<file path="src/logic/tw_pkg.sv">
package tw_pkg;
  localparam logic [3:0] ADDR_CTL_A = 4'h0;
  localparam logic [3:0] ADDR_CTL_B = 4'h1;
  localparam logic [3:0] ADDR_CTL_C = 4'h2;
  localparam logic [3:0] ADDR_CNT_LO = 4'h3;
  localparam logic [3:0] ADDR_CNT_HI = 4'h4;
  localparam logic [3:0] ADDR_OCA_LO = 4'h5;
  localparam logic [3:0] ADDR_OCA_HI = 4'h6;
  localparam logic [3:0] ADDR_OCB_LO = 4'h7;
  localparam logic [3:0] ADDR_OCB_HI = 4'h8;
  localparam logic [3:0] ADDR_ICR_LO = 4'h9;
  localparam logic [3:0] ADDR_ICR_HI = 4'ha;
  localparam logic [3:0] ADDR_FLAGS = 4'hb;
  localparam logic [3:0] ADDR_PIN_DIR = 4'hc;
  localparam logic [7:0] CTL_RST = 8'h00;
  localparam logic [15:0] VAL_RST = 16'h0000;
  localparam int CA_COM_A = 6;
  localparam int CA_COM_B = 4;
  localparam int CA_WGM = 0;
  localparam int CB_NOISE = 7;
  localparam int CB_EDGE = 6;
  localparam int CB_WGM = 3;
  localparam int CB_CS = 0;
  localparam int CC_FORCE_A = 7;
  localparam int CC_FORCE_B = 6;
  localparam int FLG_TOV = 0;
  localparam int FLG_OCFA = 1;
  localparam int FLG_OCFB = 2;
  localparam int FLG_ICF = 3;
  localparam int DIR_A = 0;
  localparam int DIR_B = 1;
  localparam logic [15:0] TOP_MAX = 16'hffff;
  localparam logic [15:0] TOP_8 = 16'h00ff;
  localparam logic [15:0] TOP_9 = 16'h01ff;
  localparam logic [15:0] TOP_10 = 16'h03ff;
  localparam logic [15:0] BOTTOM = 16'h0000;
  localparam logic [3:0] MODE_NORMAL = 4'h0;
  localparam logic [3:0] MODE_PC8 = 4'h1;
  localparam logic [3:0] MODE_PC9 = 4'h2;
  localparam logic [3:0] MODE_PC10 = 4'h3;
  localparam logic [3:0] MODE_CTC_OCR = 4'h4;
  localparam logic [3:0] MODE_FAST8 = 4'h5;
  localparam logic [3:0] MODE_FAST9 = 4'h6;
  localparam logic [3:0] MODE_FAST10 = 4'h7;
  localparam logic [3:0] MODE_PFC_ICR = 4'h8;
  localparam logic [3:0] MODE_PFC_OCR = 4'h9;
  localparam logic [3:0] MODE_PC_ICR = 4'ha;
  localparam logic [3:0] MODE_PC_OCR = 4'hb;
  localparam logic [3:0] MODE_CTC_ICR = 4'hc;
  localparam logic [3:0] MODE_FAST_ICR = 4'he;
  localparam logic [3:0] MODE_FAST_OCR = 4'hf;
  localparam logic [2:0] CS_STOP = 3'h0;
  localparam logic [2:0] CS_DIV1 = 3'h1;
  localparam logic [2:0] CS_DIV8 = 3'h2;
  localparam logic [2:0] CS_DIV64 = 3'h3;
  localparam logic [2:0] CS_DIV256 = 3'h4;
  localparam logic [2:0] CS_DIV1024 = 3'h5;
  localparam logic [2:0] CS_EXT_FALL = 3'h6;
  localparam logic [2:0] CS_EXT_RISE = 3'h7;
  localparam logic [9:0] PRE_MASK_8 = 10'h007;
  localparam logic [9:0] PRE_MASK_64 = 10'h03f;
  localparam logic [9:0] PRE_MASK_256 = 10'h0ff;
  localparam logic [9:0] PRE_MASK_1024 = 10'h3ff;
  localparam logic [1:0] COM_OFF = 2'h0;
  localparam logic [1:0] COM_TOGGLE = 2'h1;
  localparam logic [1:0] COM_CLEAR = 2'h2;
  localparam logic [1:0] COM_SET = 2'h3;
  typedef enum logic [1:0] {CLS_NONPWM, CLS_FAST, CLS_DUAL} tw_class_t;
  typedef struct packed {
    logic wr;
    logic rd;
    logic [3:0] addr;
    logic [7:0] wdata;
  } tw_req_t;
  typedef struct packed {
    logic o;
    logic oe;
  } tw_pin_t;
endpackage

</file>
<file path="src/logic/tw_cmp_out.sv">
module tw_cmp_out import tw_pkg::*; #(
  parameter bit IS_A = 1'b1
) (
  // clock and reset
  input wire logic clk,
  input wire logic srst,
  // configuration
  input wire logic [1:0] com,
  input wire tw_class_t cls,
  input wire logic wgm3,
  // timer events
  input wire logic match,
  input wire logic top_hit,
  input wire logic up,
  input wire logic force_cmp,
  // port side
  input wire logic port_data,
  input wire logic port_dir,
  output tw_pin_t pin
);
  typedef struct packed {
    logic oc;
    tw_pin_t pin;
  } tw_cmp_state_t;

  tw_cmp_state_t s_r;
  tw_cmp_state_t s_nxt;
  logic toggle_ok;
  logic connect;

  always_comb begin
    s_nxt = s_r;
    toggle_ok = (cls == CLS_NONPWM) || (IS_A && wgm3);
    connect = (com != COM_OFF) && !((com == COM_TOGGLE) && !toggle_ok);
    case (cls)
      CLS_NONPWM: begin
        if (match || force_cmp) begin
          case (com)
            COM_TOGGLE: s_nxt.oc = ~s_r.oc;
            COM_CLEAR: s_nxt.oc = 1'b0;
            COM_SET: s_nxt.oc = 1'b1;
            default: s_nxt.oc = s_r.oc;
          endcase
        end
      end
      CLS_FAST: begin
        if (top_hit && com[1]) begin
          s_nxt.oc = (com == COM_CLEAR);
        end else if (match) begin
          case (com)
            COM_TOGGLE: s_nxt.oc = toggle_ok ? ~s_r.oc : s_r.oc;
            COM_CLEAR: s_nxt.oc = 1'b0;
            COM_SET: s_nxt.oc = 1'b1;
            default: s_nxt.oc = s_r.oc;
          endcase
        end
      end
      CLS_DUAL: begin
        if (match) begin
          case (com)
            COM_TOGGLE: s_nxt.oc = toggle_ok ? ~s_r.oc : s_r.oc;
            COM_CLEAR: s_nxt.oc = ~up;
            COM_SET: s_nxt.oc = up;
            default: s_nxt.oc = s_r.oc;
          endcase
        end
      end
      default: s_nxt.oc = s_r.oc;
    endcase
    s_nxt.pin.oe = port_dir;
    s_nxt.pin.o = connect ? s_nxt.oc : port_data;
  end

  always_ff @(posedge clk) begin
    if (srst) begin
      s_r <= '0;
    end else begin
      s_r <= s_nxt;
    end
  end

  assign pin = s_r.pin;
endmodule // tw_cmp_out

</file>
<file path="src/logic/tw_timer16.sv">
module tw_timer16 import tw_pkg::*; (
  // clock and reset
  input wire logic clk,
  input wire logic srst,
  // register port
  input wire tw_req_t req,
  output logic [7:0] rdata,
  // pins in
  input wire logic ext_clk_pin,
  input wire logic capture_pin,
  // normal port values
  input wire logic port_data_a,
  input wire logic port_data_b,
  // compare outputs
  output tw_pin_t compare_out_a,
  output tw_pin_t compare_out_b
);
  typedef struct packed {
    logic [1:0] com_a;
    logic [1:0] com_b;
    logic [1:0] wgm_lo;
    logic noise;
    logic edge_rise;
    logic [1:0] wgm_hi;
    logic [2:0] cs;
    logic [15:0] cnt;
    logic dir_down;
    logic [15:0] ocr_a;
    logic [15:0] ocr_b;
    logic [15:0] buf_a;
    logic [15:0] buf_b;
    logic [15:0] icr;
    logic [3:0] flags;
    logic [1:0] dir;
    logic [9:0] pre;
    logic [2:0] t1_s;
    logic [2:0] icp_s;
    logic block;
    logic [7:0] rdata;
  } tw_state_t;

  tw_state_t s_r;
  tw_state_t s_nxt;
  logic [3:0] mode;
  logic [15:0] top;
  tw_class_t cls;
  logic upd_imm;
  logic upd_bot;
  logic icr_top;
  logic tick;
  logic top_hit;
  logic bot_hit;
  logic max_hit;
  logic match_a;
  logic match_b;
  logic upd_now;
  logic cap_evt;
  logic [3:0] flg_set;
  logic [3:0] flg_clr;
  logic force_a;
  logic force_b;
  logic wr;

  always_comb begin
    s_nxt = s_r;
    wr = req.wr;
    mode = {s_r.wgm_hi, s_r.wgm_lo};
    top = TOP_MAX;
    cls = CLS_NONPWM;
    upd_imm = 1'b1;
    upd_bot = 1'b0;
    icr_top = 1'b0;
    case (mode)
      MODE_NORMAL: top = TOP_MAX;
      MODE_PC8, MODE_PC9, MODE_PC10: begin
        top = (mode == MODE_PC8) ? TOP_8 : (mode == MODE_PC9) ? TOP_9 : TOP_10;
        cls = CLS_DUAL;
        upd_imm = 1'b0;
      end
      MODE_CTC_OCR: top = s_r.ocr_a;
      MODE_CTC_ICR: begin
        top = s_r.icr;
        icr_top = 1'b1;
      end
      MODE_FAST8, MODE_FAST9, MODE_FAST10: begin
        top = (mode == MODE_FAST8) ? TOP_8 : (mode == MODE_FAST9) ? TOP_9 : TOP_10;
        cls = CLS_FAST;
        upd_imm = 1'b0;
      end
      MODE_FAST_ICR, MODE_FAST_OCR: begin
        icr_top = (mode == MODE_FAST_ICR);
        top = icr_top ? s_r.icr : s_r.ocr_a;
        cls = CLS_FAST;
        upd_imm = 1'b0;
      end
      MODE_PFC_ICR, MODE_PFC_OCR: begin
        icr_top = (mode == MODE_PFC_ICR);
        top = icr_top ? s_r.icr : s_r.ocr_a;
        cls = CLS_DUAL;
        upd_imm = 1'b0;
        upd_bot = 1'b1;
      end
      MODE_PC_ICR, MODE_PC_OCR: begin
        icr_top = (mode == MODE_PC_ICR);
        top = icr_top ? s_r.icr : s_r.ocr_a;
        cls = CLS_DUAL;
        upd_imm = 1'b0;
      end
      default: top = TOP_MAX;
    endcase

    // clock source and prescaler
    s_nxt.pre = s_r.pre + 10'h001;
    s_nxt.t1_s = {s_r.t1_s[1:0], ext_clk_pin};
    s_nxt.icp_s = {s_r.icp_s[1:0], capture_pin};
    case (s_r.cs)
      CS_STOP: tick = 1'b0;
      CS_DIV1: tick = 1'b1;
      CS_DIV8: tick = (s_r.pre & PRE_MASK_8) == PRE_MASK_8;
      CS_DIV64: tick = (s_r.pre & PRE_MASK_64) == PRE_MASK_64;
      CS_DIV256: tick = (s_r.pre & PRE_MASK_256) == PRE_MASK_256;
      CS_DIV1024: tick = s_r.pre == PRE_MASK_1024;
      CS_EXT_FALL: tick = !s_r.t1_s[1] && s_r.t1_s[2];
      CS_EXT_RISE: tick = s_r.t1_s[1] && !s_r.t1_s[2];
      default: tick = 1'b0;
    endcase

    // counter events, all qualified by the tick
    top_hit = tick && (s_r.cnt == top);
    bot_hit = tick && (cls == CLS_DUAL) && (s_r.cnt == BOTTOM) && s_r.dir_down;
    max_hit = tick && (s_r.cnt == TOP_MAX);
    match_a = tick && !s_r.block && (s_r.cnt == s_r.ocr_a);
    match_b = tick && !s_r.block && (s_r.cnt == s_r.ocr_b);
    if (tick) begin
      s_nxt.block = 1'b0;
      if (cls == CLS_DUAL) begin
        if (!s_r.dir_down) begin
          if (s_r.cnt >= top) begin
            s_nxt.dir_down = 1'b1;
            s_nxt.cnt = s_r.cnt - 16'h0001;
          end else begin
            s_nxt.cnt = s_r.cnt + 16'h0001;
          end
        end else if (s_r.cnt == BOTTOM) begin
          s_nxt.dir_down = 1'b0;
          s_nxt.cnt = s_r.cnt + 16'h0001;
        end else begin
          s_nxt.cnt = s_r.cnt - 16'h0001;
        end
      end else begin
        s_nxt.dir_down = 1'b0;
        s_nxt.cnt = (s_r.cnt == top) ? BOTTOM : s_r.cnt + 16'h0001;
      end
    end

    // input capture
    cap_evt = !icr_top && (s_r.edge_rise ? (s_r.icp_s[1] && !s_r.icp_s[2]) :
                           (!s_r.icp_s[1] && s_r.icp_s[2]));

    // register writes
    flg_clr = 4'h0;
    force_a = 1'b0;
    force_b = 1'b0;
    if (wr) begin
      case (req.addr)
        ADDR_CTL_A: begin
          s_nxt.com_a = req.wdata[CA_COM_A +: 2];
          s_nxt.com_b = req.wdata[CA_COM_B +: 2];
          s_nxt.wgm_lo = req.wdata[CA_WGM +: 2];
        end
        ADDR_CTL_B: begin
          s_nxt.noise = req.wdata[CB_NOISE];
          s_nxt.edge_rise = req.wdata[CB_EDGE];
          s_nxt.wgm_hi = req.wdata[CB_WGM +: 2];
          s_nxt.cs = req.wdata[CB_CS +: 3];
        end
        ADDR_CTL_C: begin
          force_a = req.wdata[CC_FORCE_A] && (cls == CLS_NONPWM);
          force_b = req.wdata[CC_FORCE_B] && (cls == CLS_NONPWM);
        end
        ADDR_CNT_LO: begin
          s_nxt.cnt[7:0] = req.wdata;
          s_nxt.block = 1'b1;
        end
        ADDR_CNT_HI: begin
          s_nxt.cnt[15:8] = req.wdata;
          s_nxt.block = 1'b1;
        end
        ADDR_OCA_LO: s_nxt.buf_a[7:0] = req.wdata;
        ADDR_OCA_HI: s_nxt.buf_a[15:8] = req.wdata;
        ADDR_OCB_LO: s_nxt.buf_b[7:0] = req.wdata;
        ADDR_OCB_HI: s_nxt.buf_b[15:8] = req.wdata;
        ADDR_ICR_LO: s_nxt.icr[7:0] = req.wdata;
        ADDR_ICR_HI: s_nxt.icr[15:8] = req.wdata;
        ADDR_FLAGS: flg_clr = req.wdata[3:0];
        ADDR_PIN_DIR: s_nxt.dir = req.wdata[1:0];
        default: s_nxt.dir = s_r.dir;
      endcase
    end
    if (cap_evt) begin
      s_nxt.icr = s_r.cnt;
    end

    // compare buffer transfer
    upd_now = upd_bot ? bot_hit : top_hit;
    if (upd_imm) begin
      s_nxt.ocr_a = s_nxt.buf_a;
      s_nxt.ocr_b = s_nxt.buf_b;
    end else if (upd_now) begin
      s_nxt.ocr_a = s_r.buf_a;
      s_nxt.ocr_b = s_r.buf_b;
    end

    // flags, set wins over clear
    flg_set = 4'h0;
    case (cls)
      CLS_NONPWM: flg_set[FLG_TOV] = max_hit;
      CLS_FAST: flg_set[FLG_TOV] = top_hit;
      CLS_DUAL: flg_set[FLG_TOV] = bot_hit;
      default: flg_set[FLG_TOV] = 1'b0;
    endcase
    flg_set[FLG_OCFA] = match_a;
    flg_set[FLG_OCFB] = match_b;
    flg_set[FLG_ICF] = cap_evt || (icr_top && top_hit);
    s_nxt.flags = (s_r.flags & ~flg_clr) | flg_set;

    // read data, valid the cycle after the strobe
    s_nxt.rdata = 8'h00;
    if (req.rd) begin
      case (req.addr)
        ADDR_CTL_A: s_nxt.rdata = {s_r.com_a, s_r.com_b, 2'b00, s_r.wgm_lo};
        ADDR_CTL_B: s_nxt.rdata = {s_r.noise, s_r.edge_rise, 1'b0, s_r.wgm_hi, s_r.cs};
        ADDR_CNT_LO: s_nxt.rdata = s_r.cnt[7:0];
        ADDR_CNT_HI: s_nxt.rdata = s_r.cnt[15:8];
        ADDR_OCA_LO: s_nxt.rdata = s_r.buf_a[7:0];
        ADDR_OCA_HI: s_nxt.rdata = s_r.buf_a[15:8];
        ADDR_OCB_LO: s_nxt.rdata = s_r.buf_b[7:0];
        ADDR_OCB_HI: s_nxt.rdata = s_r.buf_b[15:8];
        ADDR_ICR_LO: s_nxt.rdata = s_r.icr[7:0];
        ADDR_ICR_HI: s_nxt.rdata = s_r.icr[15:8];
        ADDR_FLAGS: s_nxt.rdata = {4'h0, s_r.flags};
        ADDR_PIN_DIR: s_nxt.rdata = {6'h00, s_r.dir};
        default: s_nxt.rdata = 8'h00;
      endcase
    end
  end

  always_ff @(posedge clk) begin
    if (srst) begin
      s_r <= '0;
      s_r.com_a <= CTL_RST[CA_COM_A +: 2];
      s_r.cnt <= VAL_RST;
    end else begin
      s_r <= s_nxt;
    end
  end

  tw_cmp_out #(.IS_A(1'b1)) u_chan_a (
    .clk(clk),
    .srst(srst),
    .com(s_r.com_a),
    .cls(cls),
    .wgm3(s_r.wgm_hi[1]),
    .match(match_a),
    .top_hit(top_hit),
    .up(!s_r.dir_down),
    .force_cmp(force_a),
    .port_data(port_data_a),
    .port_dir(s_r.dir[DIR_A]),
    .pin(compare_out_a)
  );

  tw_cmp_out #(.IS_A(1'b0)) u_chan_b (
    .clk(clk),
    .srst(srst),
    .com(s_r.com_b),
    .cls(cls),
    .wgm3(s_r.wgm_hi[1]),
    .match(match_b),
    .top_hit(top_hit),
    .up(!s_r.dir_down),
    .force_cmp(force_b),
    .port_data(port_data_b),
    .port_dir(s_r.dir[DIR_B]),
    .pin(compare_out_b)
  );

  assign rdata = s_r.rdata;
endmodule // tw_timer16

</file>
<file path="config.mk">
export PLATFORM = sky130hd
export DESIGN_NAME = tw_timer16
export DESIGN_NICKNAME = d
export VERILOG_FILES = /design/src/logic/tw_pkg.sv /design/src/logic/tw_cmp_out.sv /design/src/logic/tw_timer16.sv
export SDC_FILE = /design/constraint.sdc
export NUM_CORES = 1
export LEC_CHECK = 0
export BUFFER_PORTS_ARGS = -buffer_cell sky130_fd_sc_hd__clkbuf_2
export CORE_MARGIN = 3
export CORE_UTILIZATION = 48
export DETAILED_ROUTE_END_ITERATION = 16
export PLACE_DENSITY = 0.67
export RECOVER_POWER = 50
export SETUP_SLACK_MARGIN = 0.3
export SLEW_MARGIN = 20
export SYNTH_ARGS = -nofsm -noshare
export SYNTH_HDL_FRONTEND = slang
export SYNTH_SLANG_ARGS = --single-unit
</file>
<file path="constraint.sdc">
create_clock -name clk -period 3.5 [get_ports clk]
set_clock_uncertainty 0.15 [all_clocks]
set_input_delay 0.35 -clock clk [delete_from_list [all_inputs] [get_ports clk]]
set_output_delay 0.35 -clock clk [all_outputs]
set_load 0.05 [all_outputs]
</file>
==> results_dict.tcl <==
set metrics [dict create \
    outcome "finished, final reports clean" \
    wirelength_um 34100 \
    synth_area_leaders "dfxtp_1 (33%), nor2_1 (6.8%), mux2i_1 (6.5%)" \
    post-route-min-period_ns 3.42 \
    r2r_setup_slack_ns 0.08 \
    worstHoldPathType "in -> reg" \
    die_area_um2 20300 \
    vias 9534 \
    worstSetupStartpointType "flip-flop" \
    die_w_um 142 \
    worstReg2RegStart "mode[0]" \
    worstSetupEndpointType "flip-flop" \
    synth_common_cells "nor2_1 (161), dfxtp_1 (147), nand2_1 (137)" \
    period_share_pct 97.7 \
    ioPinCount 32 \
    clkLatencyLatePin_ns 0.44 \
    fin_util_pct 60.9 \
    numCtsBuffers 17 \
    hold_depth 3 \
    num-fill-cells 1593 \
    port_buffers 31 \
    p_leak_nw 4.24 \
    fp-row-count 49 \
    yosysUniqueCellTypes 78 \
    required_ns 3.70 \
    netlist_instances 1156 \
    wire_per_inst_um 23.5 \
    area_growth_pct 23.5 \
    rsz0062_at_grt "true" \
    final_max_slew_viol_count 0 \
    worstMarginPinSlew_ns 0.782 \
    drtIter0Drc 1048 \
    yosysSeqAreaShare_pct 32.9 \
    clock-sinks 147 \
    syn-cell-area_um2 8940 \
    min_from "port_data_b" \
    synth.avg_cell_area_um2 7.74 \
    htree_levels 4 \
    peakVddDrop_v 0.000335 \
    start_util_pct 49.3 \
    nets 1249 \
    grt_remaining_overflow 0 \
    die_y_um 142 \
    hold_viol 0 \
    synth-warning-count 0 \
    antennaDiodeCount 0 \
    synth-edff-count 0 \
    async_flop_share_pct 0 \
    drive_above_1_share_pct 22.5 \
    cp_max_fo 6 \
    setup_viol 0 \
    vias_per_cell 6.57 \
    hold_ws_ns 0.0321 \
    firstDrtPassIters 7 \
    relSlewSlack_pct 47.9 \
    grt_max_degree 138 \
    powerDensity_nw_per_um2 399 \
    synth_top_area_share_pct 32.9 \
    hpwl_um 22100 \
    antenna_found_initial 0 \
    grt_usage_pct 31.6 \
    drc 0 \
    grt_pass1_vias 8426 \
    min_to "u_chan_b.pin[1]" \
    synth_nets 1196 \
    critPathKind "reg -> reg" \
    clkSlewWorstSetupHoldPaths_ns 0.07 \
    antenna_left 0 \
    ys_ff_latch 147 \
    yosys_most_used_dff "dfxtp_1" \
    maxCapViolCount 0 \
    root_buffer "clkbuf_16" \
    ff2ff_path_depth 14 \
    yosysTopAreaCell "dfxtp_1" \
    cts_tree "built" \
    worstPathArrival_ns 3.62 \
    clockBufferDepth 2 \
    place.gp.congestion 0.978 \
    crit-reg2reg-capture "s_r[124]" \
    grt_pass1_wl_um 49600 \
    max_freq_ghz 0.292 \
    post-synth-top-count-cell "nor2_1" \
    core_area_um2 18100 \
]
[how the worst max path moves through the flow]
stage	slack, ns	to	from
final	0.08	s_r[124]	mode[0]
after CTS	0.14	s_r[123]	mode[2]
after floorplan	0.30	s_r[124]	mode[3]
after detailed placement	-0.002	s_r[116]	mode[3]
after global placement	-0.04	s_r[122]	mode[3]
after global routing	-0.06	s_r[124]	mode[3]
[kinds of logic (layout without fill, tap and decap cells)]
logic type / after synthesis / in the layout / share of synthesized area [%]
and+or+nand+nor: 466 / 466 / 24.2
AOI/OAI and AO/OA: 295 / 295 / 22.7
DFF: 147 / 147 / 32.9
buffers and inverters: 120 / 186 / 5.83
muxes: 65 / 65 / 7.37
xor gates and xnor gates: 43 / 43 / 4.21
adders and majority gates: 20 / 20 / 2.80
[metrics by stage]
stage          instances  worst slack (ns)  cell area, um^2  setup TNS [ns]  total power [mW]
6_report            1451            0.0796            11000               0              4.41
5_1_grt             1451           -0.0577            11000          -0.198              4.52
4_1_cts             1430             0.138            10400               0              4.33
3_5_place_dp        1393          -0.00194             9610        -0.00194              2.39
3_3_place_gp        1393           -0.0416             9610         -0.0416              2.40
2_1_floorplan       1156             0.300             9010               0              2.19
[state kept, by name (all words and copies together) (netlist names)]
| signal | flops |
|---|---|
| mode | 4 |
| rdata | 8 |
| s_nxt | 4 |
| s_r | 125 |
| u_chan_a.pin | 2 |
| u_chan_a.s_r | 1 |
| u_chan_b.pin | 2 |
| u_chan_b.s_r | 1 |
[metal layers]
| metal | wire, um | GRT usage (%) |
|---|---|---|
| met3 | 3160 | 5.65 |
| met4 | 2020 | 15.2 |
| met2 | 15400 | 49.6 |
| met5 | 0 | 0 |
| met1 | 13600 | 42.0 |
[placed cells by master, fill, tap and decap left out, types with 7 or more instances in the layout]
cell,synthesis,layout
a22oi_1,11,11
a21oi_2,2,8
nand2_1,137,135
nor4_1,10,8
clkbuf_16,0,21
ha_1,20,20
nor2b_1,14,14
nor2_1,161,132
buf_4,12,82
clkbuf_2,0,30
dfxtp_1,147,144
o22ai_1,15,15
o21ai_1,9,12
a21oi_1,62,54
and3_1,13,13
a211oi_1,31,23
buf_6,2,11
a31oi_1,16,14
nor2_2,1,19
xor2_1,37,37
a211oi_2,0,7
a32oi_1,7,7
nand3_1,62,60
a311oi_1,42,39
nor2_4,1,12
inv_1,16,15
o21ai_0,45,35
mux2i_1,58,58
nor3_1,23,21
[critical path, cell delays in order, from the launching register on]
cell,delay (ns)
dfxtp_4,0.36
buf_8,0.12
buf_4,0.13
mux2_2,0.34
a21oi_2,0.17
ha_1,0.26
and4_4,0.19
a311oi_2,0.24
o21ai_2,0.14
a221o_1,0.34
buf_4,0.16
a21boi_4,0.16
nand2_1,0.08
a211o_1,0.26
a311oi_2,0.23
[cell type report]
type	count	area, um^2	share of cell area [%]
Sequential cell	147	2950	26.7
Clock buffer	18	439	3.98
Tap cell	229	287	2.59
Inverter	17	63.8	0.578
Timing Repair Buffer	137	1180	10.7
Multi-Input combinational cell	889	5940	53.8
Clock inverter	14	183	1.65
[report_power, final]
part | leakage (nW) | internal (mW) | switching [mW]
combinational | 2.75 | 0.246 | 0.425
sequential | 1.19 | 1.73 | 0.0787
clock | 0.301 | 1.05 | 0.882
total | 4.24 | 3.02 | 1.39
[repair_timing]
action                                  in CTS  in global routing
endpoints found under the hold margin        2                  0
cloned                                       2                  5
buffers inserted                             1                 16
pin swaps                                    9                 41
endpoints found under the setup margin      52                 53
gates resized for setup                     19                104
hold buffers                                 2                  0
(Power assumes the default switching activity.)
